**config.mk**
```make
export PLATFORM = sky130hd
export DESIGN_NAME = hsq_homing_seq
export DESIGN_NICKNAME = d
export VERILOG_FILES = /design/src/design/hsq_pkg.sv /design/src/design/hsq_obj_if.sv /design/src/design/hsq_homing_seq.sv /design/src/design/hsq_obj_store.sv
export VERILOG_INCLUDE_DIRS = /design/src /design/src/design
export SDC_FILE = /design/constraint.sdc
export NUM_CORES = 1
export LEC_CHECK = 0
export BUFFER_PORTS_ARGS = -buffer_cell sky130_fd_sc_hd__buf_4
export CAP_MARGIN = 10
export CORE_ASPECT_RATIO = 1.5
export CORE_MARGIN = 1
export CORE_UTILIZATION = 30
export DETAILED_ROUTE_END_ITERATION = 8
export GPL_TIMING_DRIVEN = 0
export HOLD_SLACK_MARGIN = 0.08
export PLACE_DENSITY = 0.5
export SLEW_MARGIN = 25
export SYNTH_ARGS = -nofsm -noshare
export SYNTH_HDL_FRONTEND = slang
export SYNTH_HIERARCHICAL = 1
export SYNTH_SLANG_ARGS = --single-unit
```
**constraint.sdc**
```tcl
create_clock -name clk_i -period 4.1 [get_ports clk_i]
set_input_delay 0.205 -clock clk_i [delete_from_list [all_inputs] [get_ports clk_i]]
set_output_delay 0.205 -clock clk_i [all_outputs]
set_load 0.02 [all_outputs]
```
**src/design/hsq_defs.svh**
```systemverilog
`ifndef HSQ_DEFS_SVH
`define HSQ_DEFS_SVH
// Overview of operation
// - origin-only homing: method 33 starts negative, method 34 starts positive
// - both travel limits active together during origin homing raises homing fault unless limit selection is 0 or 2
// - limit in travel direction before any origin pulse raises homing fault unless limit selection is 2
// - stop-on-limit behaviour is suppressed only while origin homing (method 33 or 34) runs; a method 35 preset leaves it enabled
// - limit selection 0: both-side limits give limit error 38.0
// - limit selection 1: both-side limits give homing fault, not limit error
// - limit selection 2: single-side limit gives 38.0; master should avoid 2
// - method 35 takes present position as origin with no motion
// - preset origin never stored in home offset; lost on power loss or reload
// - preset runs only in homing mode with servo energized
// - preset during an active position latch cancels the latch
// - preset before backlash done is a fault; in cyclic velocity/torque mode the request is ignored
// - setting mode word: bit7 attained select, bits 3..0 load select, default 83h
// - load select bit3 set: setting position copied to demand and filtered demand
// - actual position loaded with filtered demand minus following error
// - load select bit3 clear at preset raises homing fault
// - attained select 0 leaves homing not attained, 1 reports attained
// - attained select only matters for incremental encoder; absolute always attained
// - setting position is signed 32-bit command units, default zero
// - status bits 13,12,10 encode homing state

// ***************************************************
// object indices
// ***************************************************
`define HSQ_IDX_CTRL       16'h6040
`define HSQ_IDX_STATUS     16'h6041
`define HSQ_IDX_OPMODE     16'h6060
`define HSQ_IDX_METHOD     16'h6098
`define HSQ_IDX_SET_MODE   16'h4103
`define HSQ_IDX_SET_POS    16'h4104
`define HSQ_IDX_PROHIB_SEL 16'h3504

// ***************************************************
// reset values and field positions
// ***************************************************
`define HSQ_SET_MODE_RST   16'h0083
`define HSQ_SET_MODE_MASK  16'h008f
`define HSQ_SET_POS_RST    32'h0000_0000
`define HSQ_CTRL_RST       16'h0000
`define HSQ_OPMODE_RST     8'h00
`define HSQ_METHOD_RST     8'h00
`define HSQ_PROHIB_SEL_RST 2'h1
`define HSQ_BIT_ATT_SEL    7
`define HSQ_BIT_LOAD_POS   3
`define HSQ_BIT_CTRL_START 4
`define HSQ_BIT_ST_TARGET  10
`define HSQ_BIT_ST_ATT     12
`define HSQ_BIT_ST_ERR     13

// ***************************************************
// modes and methods
// ***************************************************
`define HSQ_OPMODE_HM      8'h06
`define HSQ_OPMODE_CSV     8'h09
`define HSQ_OPMODE_CST     8'h0a
`define HSQ_METHOD_NEG     8'h21
`define HSQ_METHOD_POS     8'h22
`define HSQ_METHOD_PRESET  8'h23
`define HSQ_SEL_BOTH_ERR   2'h0
`define HSQ_SEL_BOTH_FAULT 2'h1
`define HSQ_SEL_ONE_ERR    2'h2
`endif

```
**src/design/hsq_pkg.sv**
```systemverilog
package hsq_pkg;
   // sequencer states, gray along idle -> move -> done
   typedef enum logic [1:0] {
      HSQ_IDLE = 2'h0,
      HSQ_MOVE = 2'h1,
      HSQ_DONE = 2'h3,
      HSQ_FAIL = 2'h2
   } hsq_state_t;
endpackage : hsq_pkg

```
**src/design/hsq_obj_if.sv**
```systemverilog
interface hsq_obj_if;
   logic [15:0] set_mode;
   logic [31:0] set_pos;
   logic [15:0] ctrl;
   logic [7:0]  op_mode;
   logic [7:0]  method;
   logic [1:0]  prohib_sel;
   logic [15:0] status;
   modport store (output set_mode, set_pos, ctrl, op_mode, method, prohib_sel, input status);
   modport seq   (input set_mode, set_pos, ctrl, op_mode, method, prohib_sel, output status);
endinterface : hsq_obj_if

```
**src/design/hsq_homing_seq.sv**
```systemverilog
`include "hsq_defs.svh"
module hsq_homing_seq #(
   parameter int unsigned NSYNC = 2
) (
   // clock and reset
   input  wire logic        clk_i,
   input  wire logic        rstn_i,
   // object access from the motion master
   input  wire logic        obj_wr_i,
   input  wire logic        obj_rd_i,
   input  wire logic [15:0] obj_index_i,
   input  wire logic [31:0] obj_wdata_i,
   output logic      [31:0] obj_rdata_o,
   output logic             obj_ack_o,
   output logic             obj_err_o,
   // axis pins, asynchronous
   input  wire logic        origin_i,
   input  wire logic        pos_limit_i,
   input  wire logic        neg_limit_i,
   // drive state, same clock
   input  wire logic        servo_on_i,
   input  wire logic        backlash_done_i,
   input  wire logic        abs_encoder_i,
   input  wire logic        latch_active_i,
   input  wire logic        cfg_reload_i,
   input  wire logic [31:0] following_error_i,
   // motion and position outputs
   output logic             move_pos_o,
   output logic             move_neg_o,
   output logic             limit_stop_en_o,
   output logic             preset_load_o,
   output logic      [31:0] demand_pos_o,
   output logic      [31:0] filt_demand_pos_o,
   output logic      [31:0] actual_pos_o,
   output logic             latch_cancel_o,
   // status
   output logic      [15:0] statusword_o,
   output logic             homing_attained_o,
   output logic             homing_fault_o,
   output logic             prohib_err_o
);
   // elaboration check: a synchroniser needs two stages
   if (NSYNC != 2) begin : g_bad_nsync
      $error("hsq_homing_seq: NSYNC must be 2");
   end

   hsq_obj_if obj ();

   hsq_obj_store u_store (
      .clk_i   (clk_i),
      .rstn_i  (rstn_i),
      .wr_i    (obj_wr_i),
      .rd_i    (obj_rd_i),
      .index_i (obj_index_i),
      .wdata_i (obj_wdata_i),
      .rdata_o (obj_rdata_o),
      .ack_o   (obj_ack_o),
      .err_o   (obj_err_o),
      .obj     (obj)
   );

   // ***************************************************
   // pin synchronisers
   // ***************************************************
   logic [2:0] pin_raw;
   logic [2:0] sync1_q;
   logic [2:0] sync2_q;
   assign pin_raw = {origin_i, pos_limit_i, neg_limit_i};

   // two flops per pin; only stage two is read
   for (genvar i = 0; i < 3; i++) begin : g_sync
      always_ff @(posedge clk_i or negedge rstn_i) begin
         if (!rstn_i) begin
            sync1_q[i] <= 1'b0;
            sync2_q[i] <= 1'b0;
         end else begin
            sync1_q[i] <= pin_raw[i];
            sync2_q[i] <= sync1_q[i];
         end
      end
   end

   logic origin_s, plim_s, nlim_s;
   assign origin_s = sync2_q[2];
   assign plim_s   = sync2_q[1];
   assign nlim_s   = sync2_q[0];

   // ***************************************************
   // sequencer
   // ***************************************************
   hsq_pkg::hsq_state_t state_q, state_d;
   logic        dir_pos_q, dir_pos_d;
   logic        att_q, att_d;
   logic        fault_q, fault_d;
   logic        perr_q, perr_d;
   logic        preset_q, preset_d;
   logic        lcancel_q, lcancel_d;
   logic        start_prev_q;
   logic        orig_prev_q;
   logic [31:0] dem_q, dem_d;
   logic [31:0] filt_q, filt_d;
   logic [31:0] act_q, act_d;
   logic [15:0] status_q, status_d;
   logic        mpos_q, mpos_d;
   logic        mneg_q, mneg_d;
   logic        lstop_q, lstop_d;
   logic        start_bit, start_rise, in_hm, orig_rise, both_lim, dir_lim, any_lim;
   logic [1:0]  sel;

   assign start_bit  = obj.ctrl[`HSQ_BIT_CTRL_START];
   assign start_rise = start_bit & ~start_prev_q;
   assign in_hm      = (obj.op_mode == `HSQ_OPMODE_HM);
   assign orig_rise  = origin_s & ~orig_prev_q;
   assign both_lim   = plim_s & nlim_s;
   assign any_lim    = plim_s | nlim_s;
   assign dir_lim    = dir_pos_q ? plim_s : nlim_s;
   assign sel        = obj.prohib_sel;

   // next-state logic for the whole sequence
   always_comb begin
      state_d   = state_q;
      dir_pos_d = dir_pos_q;
      att_d     = att_q;
      fault_d   = fault_q;
      perr_d    = perr_q;
      preset_d  = 1'b0;
      lcancel_d = 1'b0;
      dem_d     = dem_q;
      filt_d    = filt_q;
      act_d     = act_q;
      case (state_q)
         hsq_pkg::HSQ_IDLE, hsq_pkg::HSQ_DONE, hsq_pkg::HSQ_FAIL: begin
            if (start_rise && in_hm) begin
               fault_d = 1'b0;
               perr_d  = 1'b0;
               case (obj.method)
                  `HSQ_METHOD_NEG: begin
                     dir_pos_d = 1'b0;
                     att_d     = 1'b0;
                     state_d   = hsq_pkg::HSQ_MOVE;
                  end
                  `HSQ_METHOD_POS: begin
                     dir_pos_d = 1'b1;
                     att_d     = 1'b0;
                     state_d   = hsq_pkg::HSQ_MOVE;
                  end
                  `HSQ_METHOD_PRESET: begin
                     if (!servo_on_i) begin
                        // an ignored request must not wipe an earlier fault
                        state_d = state_q;
                        fault_d = fault_q;
                        perr_d  = perr_q;
                     end else if (!backlash_done_i || obj.op_mode == `HSQ_OPMODE_CSV
                                  || obj.op_mode == `HSQ_OPMODE_CST) begin
                        fault_d = 1'b1;
                        state_d = hsq_pkg::HSQ_FAIL;
                     end else if (!obj.set_mode[`HSQ_BIT_LOAD_POS]) begin
                        fault_d = 1'b1;
                        state_d = hsq_pkg::HSQ_FAIL;
                     end else begin
                        dem_d     = obj.set_pos;
                        filt_d    = obj.set_pos;
                        act_d     = obj.set_pos - following_error_i;
                        preset_d  = 1'b1;
                        lcancel_d = latch_active_i;
                        att_d     = abs_encoder_i | obj.set_mode[`HSQ_BIT_ATT_SEL];
                        state_d   = hsq_pkg::HSQ_DONE;
                     end
                  end
                  default: begin
                     fault_d = 1'b1;
                     state_d = hsq_pkg::HSQ_FAIL;
                  end
               endcase
            end
         end
         hsq_pkg::HSQ_MOVE: begin
            if (!start_bit || !in_hm) begin
               state_d = hsq_pkg::HSQ_IDLE;
            end else if (both_lim && sel == `HSQ_SEL_BOTH_ERR) begin
               perr_d  = 1'b1;
               state_d = hsq_pkg::HSQ_FAIL;
            end else if (any_lim && sel == `HSQ_SEL_ONE_ERR) begin
               perr_d  = 1'b1;
               state_d = hsq_pkg::HSQ_FAIL;
            end else if (both_lim) begin
               fault_d = 1'b1;
               state_d = hsq_pkg::HSQ_FAIL;
            end else if (orig_rise) begin
               att_d   = 1'b1;
               state_d = hsq_pkg::HSQ_DONE;
            end else if (dir_lim) begin
               fault_d = 1'b1;
               state_d = hsq_pkg::HSQ_FAIL;
            end
         end
         default: begin
            state_d = hsq_pkg::HSQ_IDLE;
         end
      endcase
      // reload discards the preset origin; no home offset is written
      // a preset or origin completion in the same cycle wins over the reload
      if (cfg_reload_i && !preset_d
          && !(state_q == hsq_pkg::HSQ_MOVE && state_d == hsq_pkg::HSQ_DONE)) begin
         att_d = 1'b0;
      end
   end

   // output decode, computed from next values so outputs are flops
   always_comb begin
      mpos_d   = (state_d == hsq_pkg::HSQ_MOVE) & dir_pos_d;
      mneg_d   = (state_d == hsq_pkg::HSQ_MOVE) & ~dir_pos_d;
      lstop_d  = (state_d != hsq_pkg::HSQ_MOVE);
      status_d = 16'h0000;
      case (state_d)
         hsq_pkg::HSQ_MOVE: status_d = 16'h0000;
         hsq_pkg::HSQ_DONE: begin
            status_d[`HSQ_BIT_ST_ATT]    = att_d;
            status_d[`HSQ_BIT_ST_TARGET] = 1'b1;
         end
         hsq_pkg::HSQ_FAIL: begin
            status_d[`HSQ_BIT_ST_ERR]    = 1'b1;
            status_d[`HSQ_BIT_ST_TARGET] = 1'b1;
         end
         default: status_d[`HSQ_BIT_ST_TARGET] = 1'b1;
      endcase
   end

   // register every sequencer value; reset also drops any preset origin
   always_ff @(posedge clk_i or negedge rstn_i) begin
      if (!rstn_i) begin
         state_q      <= hsq_pkg::HSQ_IDLE;
         dir_pos_q    <= 1'b0;
         att_q        <= 1'b0;
         fault_q      <= 1'b0;
         perr_q       <= 1'b0;
         preset_q     <= 1'b0;
         lcancel_q    <= 1'b0;
         start_prev_q <= 1'b0;
         orig_prev_q  <= 1'b0;
         dem_q        <= 32'h0000_0000;
         filt_q       <= 32'h0000_0000;
         act_q        <= 32'h0000_0000;
         status_q     <= 16'h0400;
         mpos_q       <= 1'b0;
         mneg_q       <= 1'b0;
         lstop_q      <= 1'b1;
      end else begin
         state_q      <= state_d;
         dir_pos_q    <= dir_pos_d;
         att_q        <= att_d;
         fault_q      <= fault_d;
         perr_q       <= perr_d;
         preset_q     <= preset_d;
         lcancel_q    <= lcancel_d;
         start_prev_q <= start_bit;
         orig_prev_q  <= origin_s;
         dem_q        <= dem_d;
         filt_q       <= filt_d;
         act_q        <= act_d;
         status_q     <= status_d;
         mpos_q       <= mpos_d;
         mneg_q       <= mneg_d;
         lstop_q      <= lstop_d;
      end
   end

   assign obj.status        = status_q;
   assign statusword_o      = status_q;
   assign move_pos_o        = mpos_q;
   assign move_neg_o        = mneg_q;
   assign limit_stop_en_o   = lstop_q;
   assign preset_load_o     = preset_q;
   assign demand_pos_o      = dem_q;
   assign filt_demand_pos_o = filt_q;
   assign actual_pos_o      = act_q;
   assign latch_cancel_o    = lcancel_q;
   assign homing_attained_o = att_q;
   assign homing_fault_o    = fault_q;
   assign prohib_err_o      = perr_q;
endmodule : hsq_homing_seq

```
**src/design/hsq_obj_store.sv**
```systemverilog
`include "hsq_defs.svh"
module hsq_obj_store (
   // clock and reset
   input  wire logic        clk_i,
   input  wire logic        rstn_i,
   // object access
   input  wire logic        wr_i,
   input  wire logic        rd_i,
   input  wire logic [15:0] index_i,
   input  wire logic [31:0] wdata_i,
   output logic      [31:0] rdata_o,
   output logic             ack_o,
   output logic             err_o,
   // to the sequencer
   hsq_obj_if.store         obj
);
   logic [15:0] set_mode_q, set_mode_d;
   logic [31:0] set_pos_q,  set_pos_d;
   logic [15:0] ctrl_q,     ctrl_d;
   logic [7:0]  opmode_q,   opmode_d;
   logic [7:0]  method_q,   method_d;
   logic [1:0]  sel_q,      sel_d;
   logic [31:0] rdata_q,    rdata_d;
   logic        ack_q,      ack_d;
   logic        err_q,      err_d;
   logic        hit;

   // ***************************************************
   // write and read decode
   // ***************************************************
   always_comb begin
      set_mode_d = set_mode_q;
      set_pos_d  = set_pos_q;
      ctrl_d     = ctrl_q;
      opmode_d   = opmode_q;
      method_d   = method_q;
      sel_d      = sel_q;
      rdata_d    = 32'h0000_0000;
      hit        = 1'b1;
      case (index_i)
         `HSQ_IDX_SET_MODE:   rdata_d = {16'h0000, set_mode_q};
         `HSQ_IDX_SET_POS:    rdata_d = set_pos_q;
         `HSQ_IDX_CTRL:       rdata_d = {16'h0000, ctrl_q};
         `HSQ_IDX_STATUS:     rdata_d = {16'h0000, obj.status};
         `HSQ_IDX_OPMODE:     rdata_d = {24'h00_0000, opmode_q};
         `HSQ_IDX_METHOD:     rdata_d = {24'h00_0000, method_q};
         `HSQ_IDX_PROHIB_SEL: rdata_d = {30'h0, sel_q};
         default:             hit = 1'b0;
      endcase
      if (wr_i) begin
         case (index_i)
            `HSQ_IDX_SET_MODE:   set_mode_d = wdata_i[15:0] & `HSQ_SET_MODE_MASK;
            `HSQ_IDX_SET_POS:    set_pos_d = wdata_i;
            `HSQ_IDX_CTRL:       ctrl_d = wdata_i[15:0];
            `HSQ_IDX_OPMODE:     opmode_d = wdata_i[7:0];
            `HSQ_IDX_METHOD:     method_d = wdata_i[7:0];
            `HSQ_IDX_PROHIB_SEL: sel_d = wdata_i[1:0];
            default:             sel_d = sel_q;
         endcase
      end
      ack_d = wr_i | rd_i;
      err_d = (wr_i | rd_i) & (~hit | (wr_i & (index_i == `HSQ_IDX_STATUS)));
      if (!rd_i) begin
         rdata_d = rdata_q;
      end
   end

   // object registers, defaults from reset
   always_ff @(posedge clk_i or negedge rstn_i) begin
      if (!rstn_i) begin
         set_mode_q <= `HSQ_SET_MODE_RST;
         set_pos_q  <= `HSQ_SET_POS_RST;
         ctrl_q     <= `HSQ_CTRL_RST;
         opmode_q   <= `HSQ_OPMODE_RST;
         method_q   <= `HSQ_METHOD_RST;
         sel_q      <= `HSQ_PROHIB_SEL_RST;
         rdata_q    <= 32'h0000_0000;
         ack_q      <= 1'b0;
         err_q      <= 1'b0;
      end else begin
         set_mode_q <= set_mode_d;
         set_pos_q  <= set_pos_d;
         ctrl_q     <= ctrl_d;
         opmode_q   <= opmode_d;
         method_q   <= method_d;
         sel_q      <= sel_d;
         rdata_q    <= rdata_d;
         ack_q      <= ack_d;
         err_q      <= err_d;
      end
   end

   assign obj.set_mode   = set_mode_q;
   assign obj.set_pos    = set_pos_q;
   assign obj.ctrl       = ctrl_q;
   assign obj.op_mode    = opmode_q;
   assign obj.method     = method_q;
   assign obj.prohib_sel = sel_q;
   assign rdata_o        = rdata_q;
   assign ack_o          = ack_q;
   assign err_o          = err_q;
endmodule : hsq_obj_store

```
==> results.cfg, run 1 <==
[power_and_ir_drop]
power_frac_seq_pct = 49.5
switching_share_pct = 25.4
p_sw_uw = 965
cellLeakagePower_nw = 6.75
power_mw = 3.80
ir_drop_uv = 294
power_density_nw_per_um2 = 287
pwr-share-clk_pct = 42.8
comb_power_share_pct = 7.8
intPower_mw = 2.84

[yosys]
synth_area_per_cell_um2 = 10.4
synth_cells = 951
synth_area_um2 = 9880
yosysWarningCount = 6

[clocking]
cts_tree = done
cts-buffers-inserted = 17
root_buffer = clkbuf_16
clk_pin_slew_ns = 0.07
insertion_delay_ns = 0.46
clk_path_buf_depth = 2
htreeDepth = 4
cts_sinks = 190

[worst_hold_path]
min_to = actual_pos_o[31]
whs_path_depth = 3
worstHoldStart = servo_on_i
worst_hold_path_type = in2reg

[setup_path]
crit_fanout = 10
worstSetupPathType = reg2reg
cp-start-kind = flop
r2r_end = filt_demand_pos_o[21]
worstPathRequired_ns = 4.50
reg2reg_slack_ns = 0.82
rr_worst_depth = 7
setup.worst_path.end_class = flop
r2r-start = u_store/obj.op_mode[5]
cp_data_arrival_time_ns = 3.69
startpoint = u_store/obj.op_mode[5]

[sta]
hold_viol = 0
fin_crit_ns = 3.28
rsz0062_at_grt = false
setup_viol = 0
fin_skew_ns = 0.0138
tightest_slew_ns = 1.04
setup_tns_ns = 0
max_freq_ghz = 0.304
drv_slew = 0
post-route-period-util_pct = 80.1
slew_headroom_pct = 29.5

[floorplanning]
dieArea_um2 = 33700
die_w_um = 150
ios = 246
die_y_um = 224
coreArea_um2 = 32500
start_util_pct = 30.4
rows = 81

[routing]
post-route-drc-count = 0
vias_per_cell = 4.86
wl_per_cell_um = 19.4
dr.pass1.iters = 5
totalWireLength_mm = 32.9
via_count = 8251
first_iter_violations = 373
antenna_left = 0

[placed_design]
place_congestion = 0.836
dp_hpwl_mm = 25.7
dpl-instance-area_um2 = 12300
portBuffers = 231

[global_routing]
grt_max_degree = 90
grt_use_total_pct = 20.1
first_global_vias = 8198
grt.overflow.total = 0
grt_pass1_wl_mm = 49.0
antenna_found_initial = 0

[final_layout]
synthToLayoutAreaGrowth_pct = 34.1
drive_above_1_share_pct = 33.5
register_area_um2 = 4760
multi_input_area_um2 = 4540
stdcell_area_um2 = 13300
nets = 1392
diodes = 0
n_fill_cell = 3282

[flow_run]
cap_violations = 0

[status]
outcome = completed
==> final cells by class <==
type,instances,share of cell area [%]
multi-input combinational,662,34.3
inverter,42,1.19
clock inverter,12,0.755
tap,415,3.92
clock buffer,20,3.45
timing repair buffer,273,16.6
sequential,190,35.9
buffer,82,3.92
==> what timing repair did <==
item | in CTS | in global routing
hold buffers | 40 | 0
endpoints found under the setup margin | 0 | 0
resized for setup | 0 | 0
setup buffers | 0 | 0
hold endpoints to repair | 176 | 0
==> how the worst max path moves through the flow <==
stage               slack (ns)  cells after the start                    end
CTS                       0.68                      7  filt_demand_pos_o[21]
global route              0.57                      7  filt_demand_pos_o[16]
detailed placement        0.70                      7  filt_demand_pos_o[21]
global placement          0.70                      7  filt_demand_pos_o[21]
floorplan                 1.40                     11       actual_pos_o[31]
finish                    0.82                      7  filt_demand_pos_o[21]
==> placed cells by master (no fill, tap or decap), drive strengths merged, types with 11 or more instances in the layout <==
cell / n
a21o: 11
a21oi: 33
a32o: 17
buf: 298
clkbuf: 37
conb: 26
dfrtp: 185
dlygate4sd3: 40
ha: 31
inv: 48
mux2: 73
nand2: 160
nand2b: 15
nor2: 32
nor3: 15
nor4: 12
o21ai: 57
o2bb2ai: 12
xnor2: 15
xor2: 14
==> registers in the layout, indices dropped and copies added, names as in the netlist, 2 cells and up <==
name and flops:
actual_pos_o 32, u_store/obj.op_mode 8, u_store/obj.prohib_sel 2, u_store/obj.ctrl 16, u_store/obj.method 8, state_q 2, filt_demand_pos_o 32, u_store/obj.set_pos 32
u_store/rdata_o 32, statusword_o 3, sync1_q 3, u_store/obj.set_mode 5
==> worst max-delay path, cell delays in order (launching register included) <==
cell and delay, ns:
dfrtp_1 0.42, or4_1 0.60, nor4_1 0.61, nand2b_1 0.27, nor4_2 0.75, buf_2 0.40, nand2_1 0.11, nand2_1 0.07
==> per-stage QoR <==
stage / hold slack, ns / std cells / worst slack (ns) / utilization [%]
floorplan: -0.0906 / 976 / 1.40 / -
global placement: 0.316 / 1622 / 0.703 / 37.6
detailed placement: 0.0855 / 1624 / 0.697 / 37.8
CTS: 0.150 / 1696 / 0.675 / 40.7
global route: 0.171 / 1696 / 0.571 / 40.7
finish: 0.173 / 1696 / 0.815 / 40.7
==> power groups by stage <==
stage	Combinational, mW	Clock, mW	Sequential (mW)
final	0.295	1.63	1.88
after detailed placement	0.267	0	1.92
after global placement	0.258	0	1.92
after CTS	0.300	1.67	1.88
after floorplan	0.102	0	1.92
after global routing	0.326	1.73	1.88
==> per-layer routing <==
metal	routed length, um	global-route usage (%)
met1	12600	22.6
met2	17900	37.0
met3	1320	2.82
met4	1040	8.67
met5	0	0
Power figures use the tool's default switching activity.
==> run 2, diff against run 1 <==
--- a/config.mk
+++ b/config.mk
@@ -14,7 +14,7 @@
 export DETAILED_ROUTE_END_ITERATION = 8
 export GPL_TIMING_DRIVEN = 0
 export HOLD_SLACK_MARGIN = 0.08
-export PLACE_DENSITY = 0.5
+export PLACE_DENSITY = 0.52
 export SLEW_MARGIN = 25
 export SYNTH_ARGS = -nofsm -noshare
 export SYNTH_HDL_FRONTEND = slang
==> constraint.sdc (replaced) <==
create_clock -name clk_i -period 2.75 [get_ports clk_i]
set_input_delay 0.1375 -clock clk_i [delete_from_list [all_inputs] [get_ports clk_i]]
set_output_delay 0.1375 -clock clk_i [all_outputs]
set_load 0.02 [all_outputs]
==> results.cfg, run 2 (same netlist as run 1, synthesis figures left out) <==
[power_and_ir_drop]
cellLeakagePower_nw = 6.85
ir_drop_uv = 393
power_mw = 5.61
power_density_nw_per_um2 = 411

[placed_design]
dpl-instance-area_um2 = 12300
portBuffers = 231
pre_cts_ws_ns = -0.683
placed_cells = 1624
dp_hpwl_mm = 25.0
place_congestion = 0.844

[final_layout]
synthToLayoutAreaGrowth_pct = 38.2
final_cell_mix = buf_4 (293), dfrtp_1 (179), nand2_1 (159), mux2_2 (73), o21ai_0 (45)
final_common_cell = buf_4
final_cells = 1714
n_fill_cell = 3204
nets = 1409
stdcell_area_um2 = 13700
drive_above_1_share_pct = 37.2

[sta]
max_freq_ghz = 0.373
fin_skew_ns = 0.0130
post-route-period-util_pct = 97.6
setup_viol = 0
fin_ws_ns = 0.0663
hold_viol = 0
fin_crit_ns = 2.68
slew_headroom_pct = 29.4
hold_slack_ns = 0.123
drv_slew = 0
tightest_slew_ns = 1.03

[global_routing]
grt_use_total_pct = 19.9
antenna_found_initial = 1
grt.overflow.total = 0
first_global_vias = 8350
grt_pass1_wl_mm = 49.0
grt_max_degree = 87

[setup_path]
r2r-start = u_store/obj.set_pos[15]
cp-start-kind = flop
worstPathRequired_ns = 3.09
rr_worst_depth = 10
setup.worst_path.end_class = flop
r2r_end = actual_pos_o[31]
reg2reg_slack_ns = 0.07
cp_data_arrival_time_ns = 3.02
crit_fanout = 7
worstSetupPathType = reg2reg

[floorplanning]
rows = 81
coreArea_um2 = 32500
die_w_um = 150
ios = 246
die_y_um = 224
start_util_pct = 30.4
dieArea_um2 = 33700

[clocking]
insertion_delay_ns = 0.46
cts_tree = done
cts_sinks = 190
htreeDepth = 4
cts-buffers-inserted = 17
clk_path_buf_depth = 2
clk_pin_slew_ns = 0.07
root_buffer = clkbuf_16

[worst_hold_path]
worst_hold_path_type = in2async

[routing]
post-route-drc-count = 0
totalWireLength_mm = 32.7
dr.pass1.iters = 5
via_count = 8337
antenna_left = 0
first_iter_violations = 456
vias_per_cell = 4.86
wl_per_cell_um = 19.1

[status]
outcome = completed

[flow_run]
cap_violations = 0
-- run 2: timing repair --
item                       4_1_cts  5_1_grt
setup endpoints to repair       71       66
setup buffers                    9        8
pin swaps                        7       14
hold endpoints to repair       191        0
hold buffers                    41        0
gates resized for setup         37       23
gates cloned                     1        0
-- run 2: critical path, stage by stage (launching register included) --
cell	delay, ns
dfrtp_1	0.51
ha_2	0.39
and4_1	0.20
a32oi_1	0.16
and3_1	0.23
a21oi_4	0.07
or3b_4	0.40
nand3_1	0.08
nor3b_4	0.21
mux2i_1	0.22
o21ai_1	0.09
-- run 2: layer usage --
layer  vias to the layer above  track usage [%]  wire length (um)  share of wire [%]
li1                       4000                -                 -                  -
met1                      4081             22.1             12800                 39
met2                       215             36.8             17700                 54
met3                        41             3.23              1300                4.0
met4                         0             8.41              1010                3.1
met5                         -                0                 0                  0
-- run 2: per-stage QoR --
stage / TNS (ns) / utilization [%]
6_report: 0 / 42.0
5_1_grt: -0.0513 / 42.0
4_1_cts: -0.0110 / 41.5
3_5_place_dp: -30.93 / 37.8
3_3_place_gp: -36.10 / 37.6
2_1_floorplan: 0 / -
-- run 2: layout make-up --
type	instances	area, um2	area share, %
diodes	1	2.50	0.0183
clock inverters	8	58.8	0.431
well taps	415	519	3.80
flip-flops and latches	190	4770	34.9
multi-input cells	662	4780	35.0
repair buffers	292	2370	17.3
inverters	42	158	1.15
clock buffers	24	482	3.53
plain buffers	80	519	3.80
-- run 2: worst max-delay path by stage --
stage / endpoint / cells after the start / slack (ns) / start
6_report: actual_pos_o[31] / 10 / 0.07 / u_store/obj.set_pos[15]
5_1_grt: actual_pos_o[31] / 10 / -0.02 / u_store/obj.set_pos[15]
4_1_cts: actual_pos_o[31] / 7 / -0.01 / u_store/obj.op_mode[5]
3_5_place_dp: filt_demand_pos_o[21] / 7 / -0.68 / u_store/obj.op_mode[5]
3_3_place_gp: filt_demand_pos_o[18] / 7 / -0.68 / u_store/obj.op_mode[5]
2_1_floorplan: actual_pos_o[31] / 11 / 0.05 / u_store/obj.set_pos[14]
-- run 2: power breakdown --
group	switching, mW	leakage, nW	total [mW]	internal [mW]
logic	0.240	4.00	0.447	0.207
clock network	1.12	0.257	2.36	1.23
registers	0.00404	2.60	2.80	2.80
==> run 3, diff against run 2 <==
--- a/config.mk
+++ b/config.mk
@@ -8,15 +8,16 @@
 export LEC_CHECK = 0
 export BUFFER_PORTS_ARGS = -buffer_cell sky130_fd_sc_hd__buf_4
 export CAP_MARGIN = 10
+export CELL_PAD_IN_SITES_DETAIL_PLACEMENT = 1
+export CELL_PAD_IN_SITES_GLOBAL_PLACEMENT = 1
 export CORE_ASPECT_RATIO = 1.5
 export CORE_MARGIN = 1
 export CORE_UTILIZATION = 30
 export DETAILED_ROUTE_END_ITERATION = 8
 export GPL_TIMING_DRIVEN = 0
 export HOLD_SLACK_MARGIN = 0.08
-export PLACE_DENSITY = 0.52
+export PLACE_DENSITY = 0.65
 export SLEW_MARGIN = 25
 export SYNTH_ARGS = -nofsm -noshare
 export SYNTH_HDL_FRONTEND = slang
-export SYNTH_HIERARCHICAL = 1
 export SYNTH_SLANG_ARGS = --single-unit
==> results.cfg, run 3 <==
[global_routing]
grt_use_total_pct = 20.8
first_global_vias = 8996
grt.overflow.total = 0
grt_pass1_wl_mm = 51.1
grt_max_degree = 86
antenna_found_initial = 1

[power_and_ir_drop]
power_frac_seq_pct = 47.5
ir_drop_uv = 446
power_mw = 5.95
p_sw_mw = 1.43
comb_power_share_pct = 8.5
cellLeakagePower_nw = 6.81
switching_share_pct = 24.1
power_density_nw_per_um2 = 436
pwr-share-clk_pct = 44.0
intPower_mw = 4.52

[sta]
rsz0062_at_grt = true
slew_headroom_pct = 45.4
fin_crit_ns = 2.73
hold_viol = 0
fin_skew_ns = 0.00950
setup_tns_ns = 0
drv_slew = 0
max_freq_ghz = 0.367
setup_viol = 0
tightest_slew_ns = 0.816
post-route-period-util_pct = 99.1
fin_ws_ns = 0.0245

[floorplanning]
die_w_um = 148
ios = 246
coreArea_um2 = 31700
dieArea_um2 = 32900
rows = 80
start_util_pct = 30.4
die_y_um = 222

[clocking]
htreeDepth = 4
clk_path_buf_depth = 2
insertion_delay_ns = 0.46
clk_pin_slew_ns = 0.07
cts-buffers-inserted = 17
cts_sinks = 190
root_buffer = clkbuf_16
cts_tree = done

[final_layout]
fin_util_pct = 43.0
final_common_cell = buf_4
drive_above_1_share_pct = 38.9
nets = 1405
final_cell_mix = buf_4 (296), dfrtp_1 (178), nand2_1 (165), mux2_2 (67), inv_1 (58)
synthToLayoutAreaGrowth_pct = 41.5

[setup_path]
worstPathCellList = ha_4 -> and4_4 -> and3_4 -> o31ai_4 -> a21oi_2 -> o211ai_1 -> o31ai_2 -> a21oi_2 -> o2111ai_2 -> xnor2_1 -> o21ai_1
worstPathRequired_ns = 3.07
cp-start-kind = flop
setup.worst_path.end_class = flop
worstSetupPathType = reg2reg
cp_slowest_cell = dfrtp_2
crit_top_cell = a21oi_2
cpPeakStageDelay_ns = 0.45
crit_fanout = 5
reg2reg_slack_ns = 0.02
cp_data_arrival_time_ns = 3.05

[routing]
dr.pass1.iters = 5
first_iter_violations = 323
antenna_left = 0
via_count = 8237
post-route-drc-count = 0
wl_per_cell_um = 19.5
vias_per_cell = 4.83
totalWireLength_mm = 33.3

[yosys]
ys_top_cells_by_area = dfrtp_1 (48%), mux2_2 (7.8%), nand2_1 (6.5%)
synth_common_cells = dfrtp_1 (185), nand2_1 (166), mux2_2 (67)
synth_top_area_cell = dfrtp_1
synth_cells = 957
synth.top_cell.area_share_pct = 48.0
yosysWarningCount = 0
synth_most_common_cell = dfrtp_1
synth_edf_count = 0
ys.flop_type = dfrtp_1
synth_area_um2 = 9640
synth-seq-cells = 190
synth_area_per_cell_um2 = 10.1
synth-seq-area-share_pct = 49.4
async_reset_ff_share_pct = 100
synth_cell_type_count = 72

[worst_hold_path]
worst_hold_path_type = in2reg

[placed_design]
pre_cts_ws_ns = -0.541
dp_hpwl_mm = 24.9
portBuffers = 229
place_congestion = 0.865

[status]
outcome = completed

[flow_run]
cap_violations = 0
[run 3: layout make-up]
cell class	instances	area, um2
Antenna cell	1	2.50
Buffer	79	500
Clock buffer	21	450
Clock inverter	11	155
Fill cell	3565	18100
Inverter	59	221
Multi-Input combinational cell	641	4680
Sequential cell	190	4770
Tap cell	410	513
Timing Repair Buffer	293	2350
[run 3: logic make-up after synthesis]
logic type | Yosys count | synth area share (%)
flops | 190 | 49.4
other cells | 1 | 0.0389
mux | 78 | 9.49
buf+inv | 138 | 7.42
simple gates | 300 | 14.5
compound gates | 188 | 12.2
xor+xnor | 30 | 2.73
fa+ha+maj | 32 | 4.23
[run 3: final timing paths]
| kind | cells past startpoint | from | to |
|---|---|---|---|
| setup / recovery | 11 | u_store.obj.set_pos[8] | actual_pos_o[31] |
| hold / removal | 3 | cfg_reload_i | homing_attained_o |
| setup reg to reg | 11 | u_store.obj.set_pos[8] | actual_pos_o[31] |
| hold reg to reg | 0 | sync1_q[2] | origin_s |
| max in group asynchronous | 4 | rstn_i | statusword_o[10] |
| min in group asynchronous | 2 | rstn_i | filt_demand_pos_o[4] |
[run 3: power groups by stage]
| stage | sequential (mW) | clock, mW | combinational [mW] |
|---|---|---|---|
| finish | 2.83 | 2.62 | 0.506 |
| detailed placement | 2.88 | 0 | 0.429 |
| global route | 2.83 | 2.77 | 0.553 |
| global placement | 2.88 | 0 | 0.413 |
| CTS | 2.83 | 2.69 | 0.496 |
| floorplan | 2.90 | 0 | 0.152 |
[run 3: per-stage QoR]
| stage | hold WS [ns] | std cells | instance area (um2) |
|---|---|---|---|
| after floorplan | -0.158 | 969 | 9680 |
| after global placement | 0.248 | 1608 | 11900 |
| after detailed placement | 0.0633 | 1610 | 12000 |
| after CTS | 0.0849 | 1694 | 13400 |
| after global routing | 0.0969 | 1705 | 13600 |
| final | 0.112 | 1705 | 13600 |
[run 3: worst max-delay path, delay by kind of cell (launching register included)]
| kind | cells | cell delay, ns |
|---|---|---|
| AO/OA/AOI/OAI | 7 | 1.22 |
| flip-flops | 1 | 0.45 |
| AND/OR/NAND/NOR | 2 | 0.45 |
| adder cells (fa/ha/maj) | 1 | 0.31 |
| XOR/XNOR | 1 | 0.14 |
[run 3: repair_timing]
item	CTS	global route
hold buffers	41	0
resized for setup	58	40
pin swaps	12	26
setup buffers	11	10
endpoints found under the setup margin	72	59
endpoints found under the hold margin	185	0
[run 3: routing by layer]
layer	up-vias	part of all wire [%]	GRT usage, %	wire length, um
met3	41	3.0	3.07	987
met5	-	0	0	0
met2	188	58	40.4	19100
li1	3886	-	-	-
met1	4122	37	22.1	12400
met4	0	2.2	7.62	734
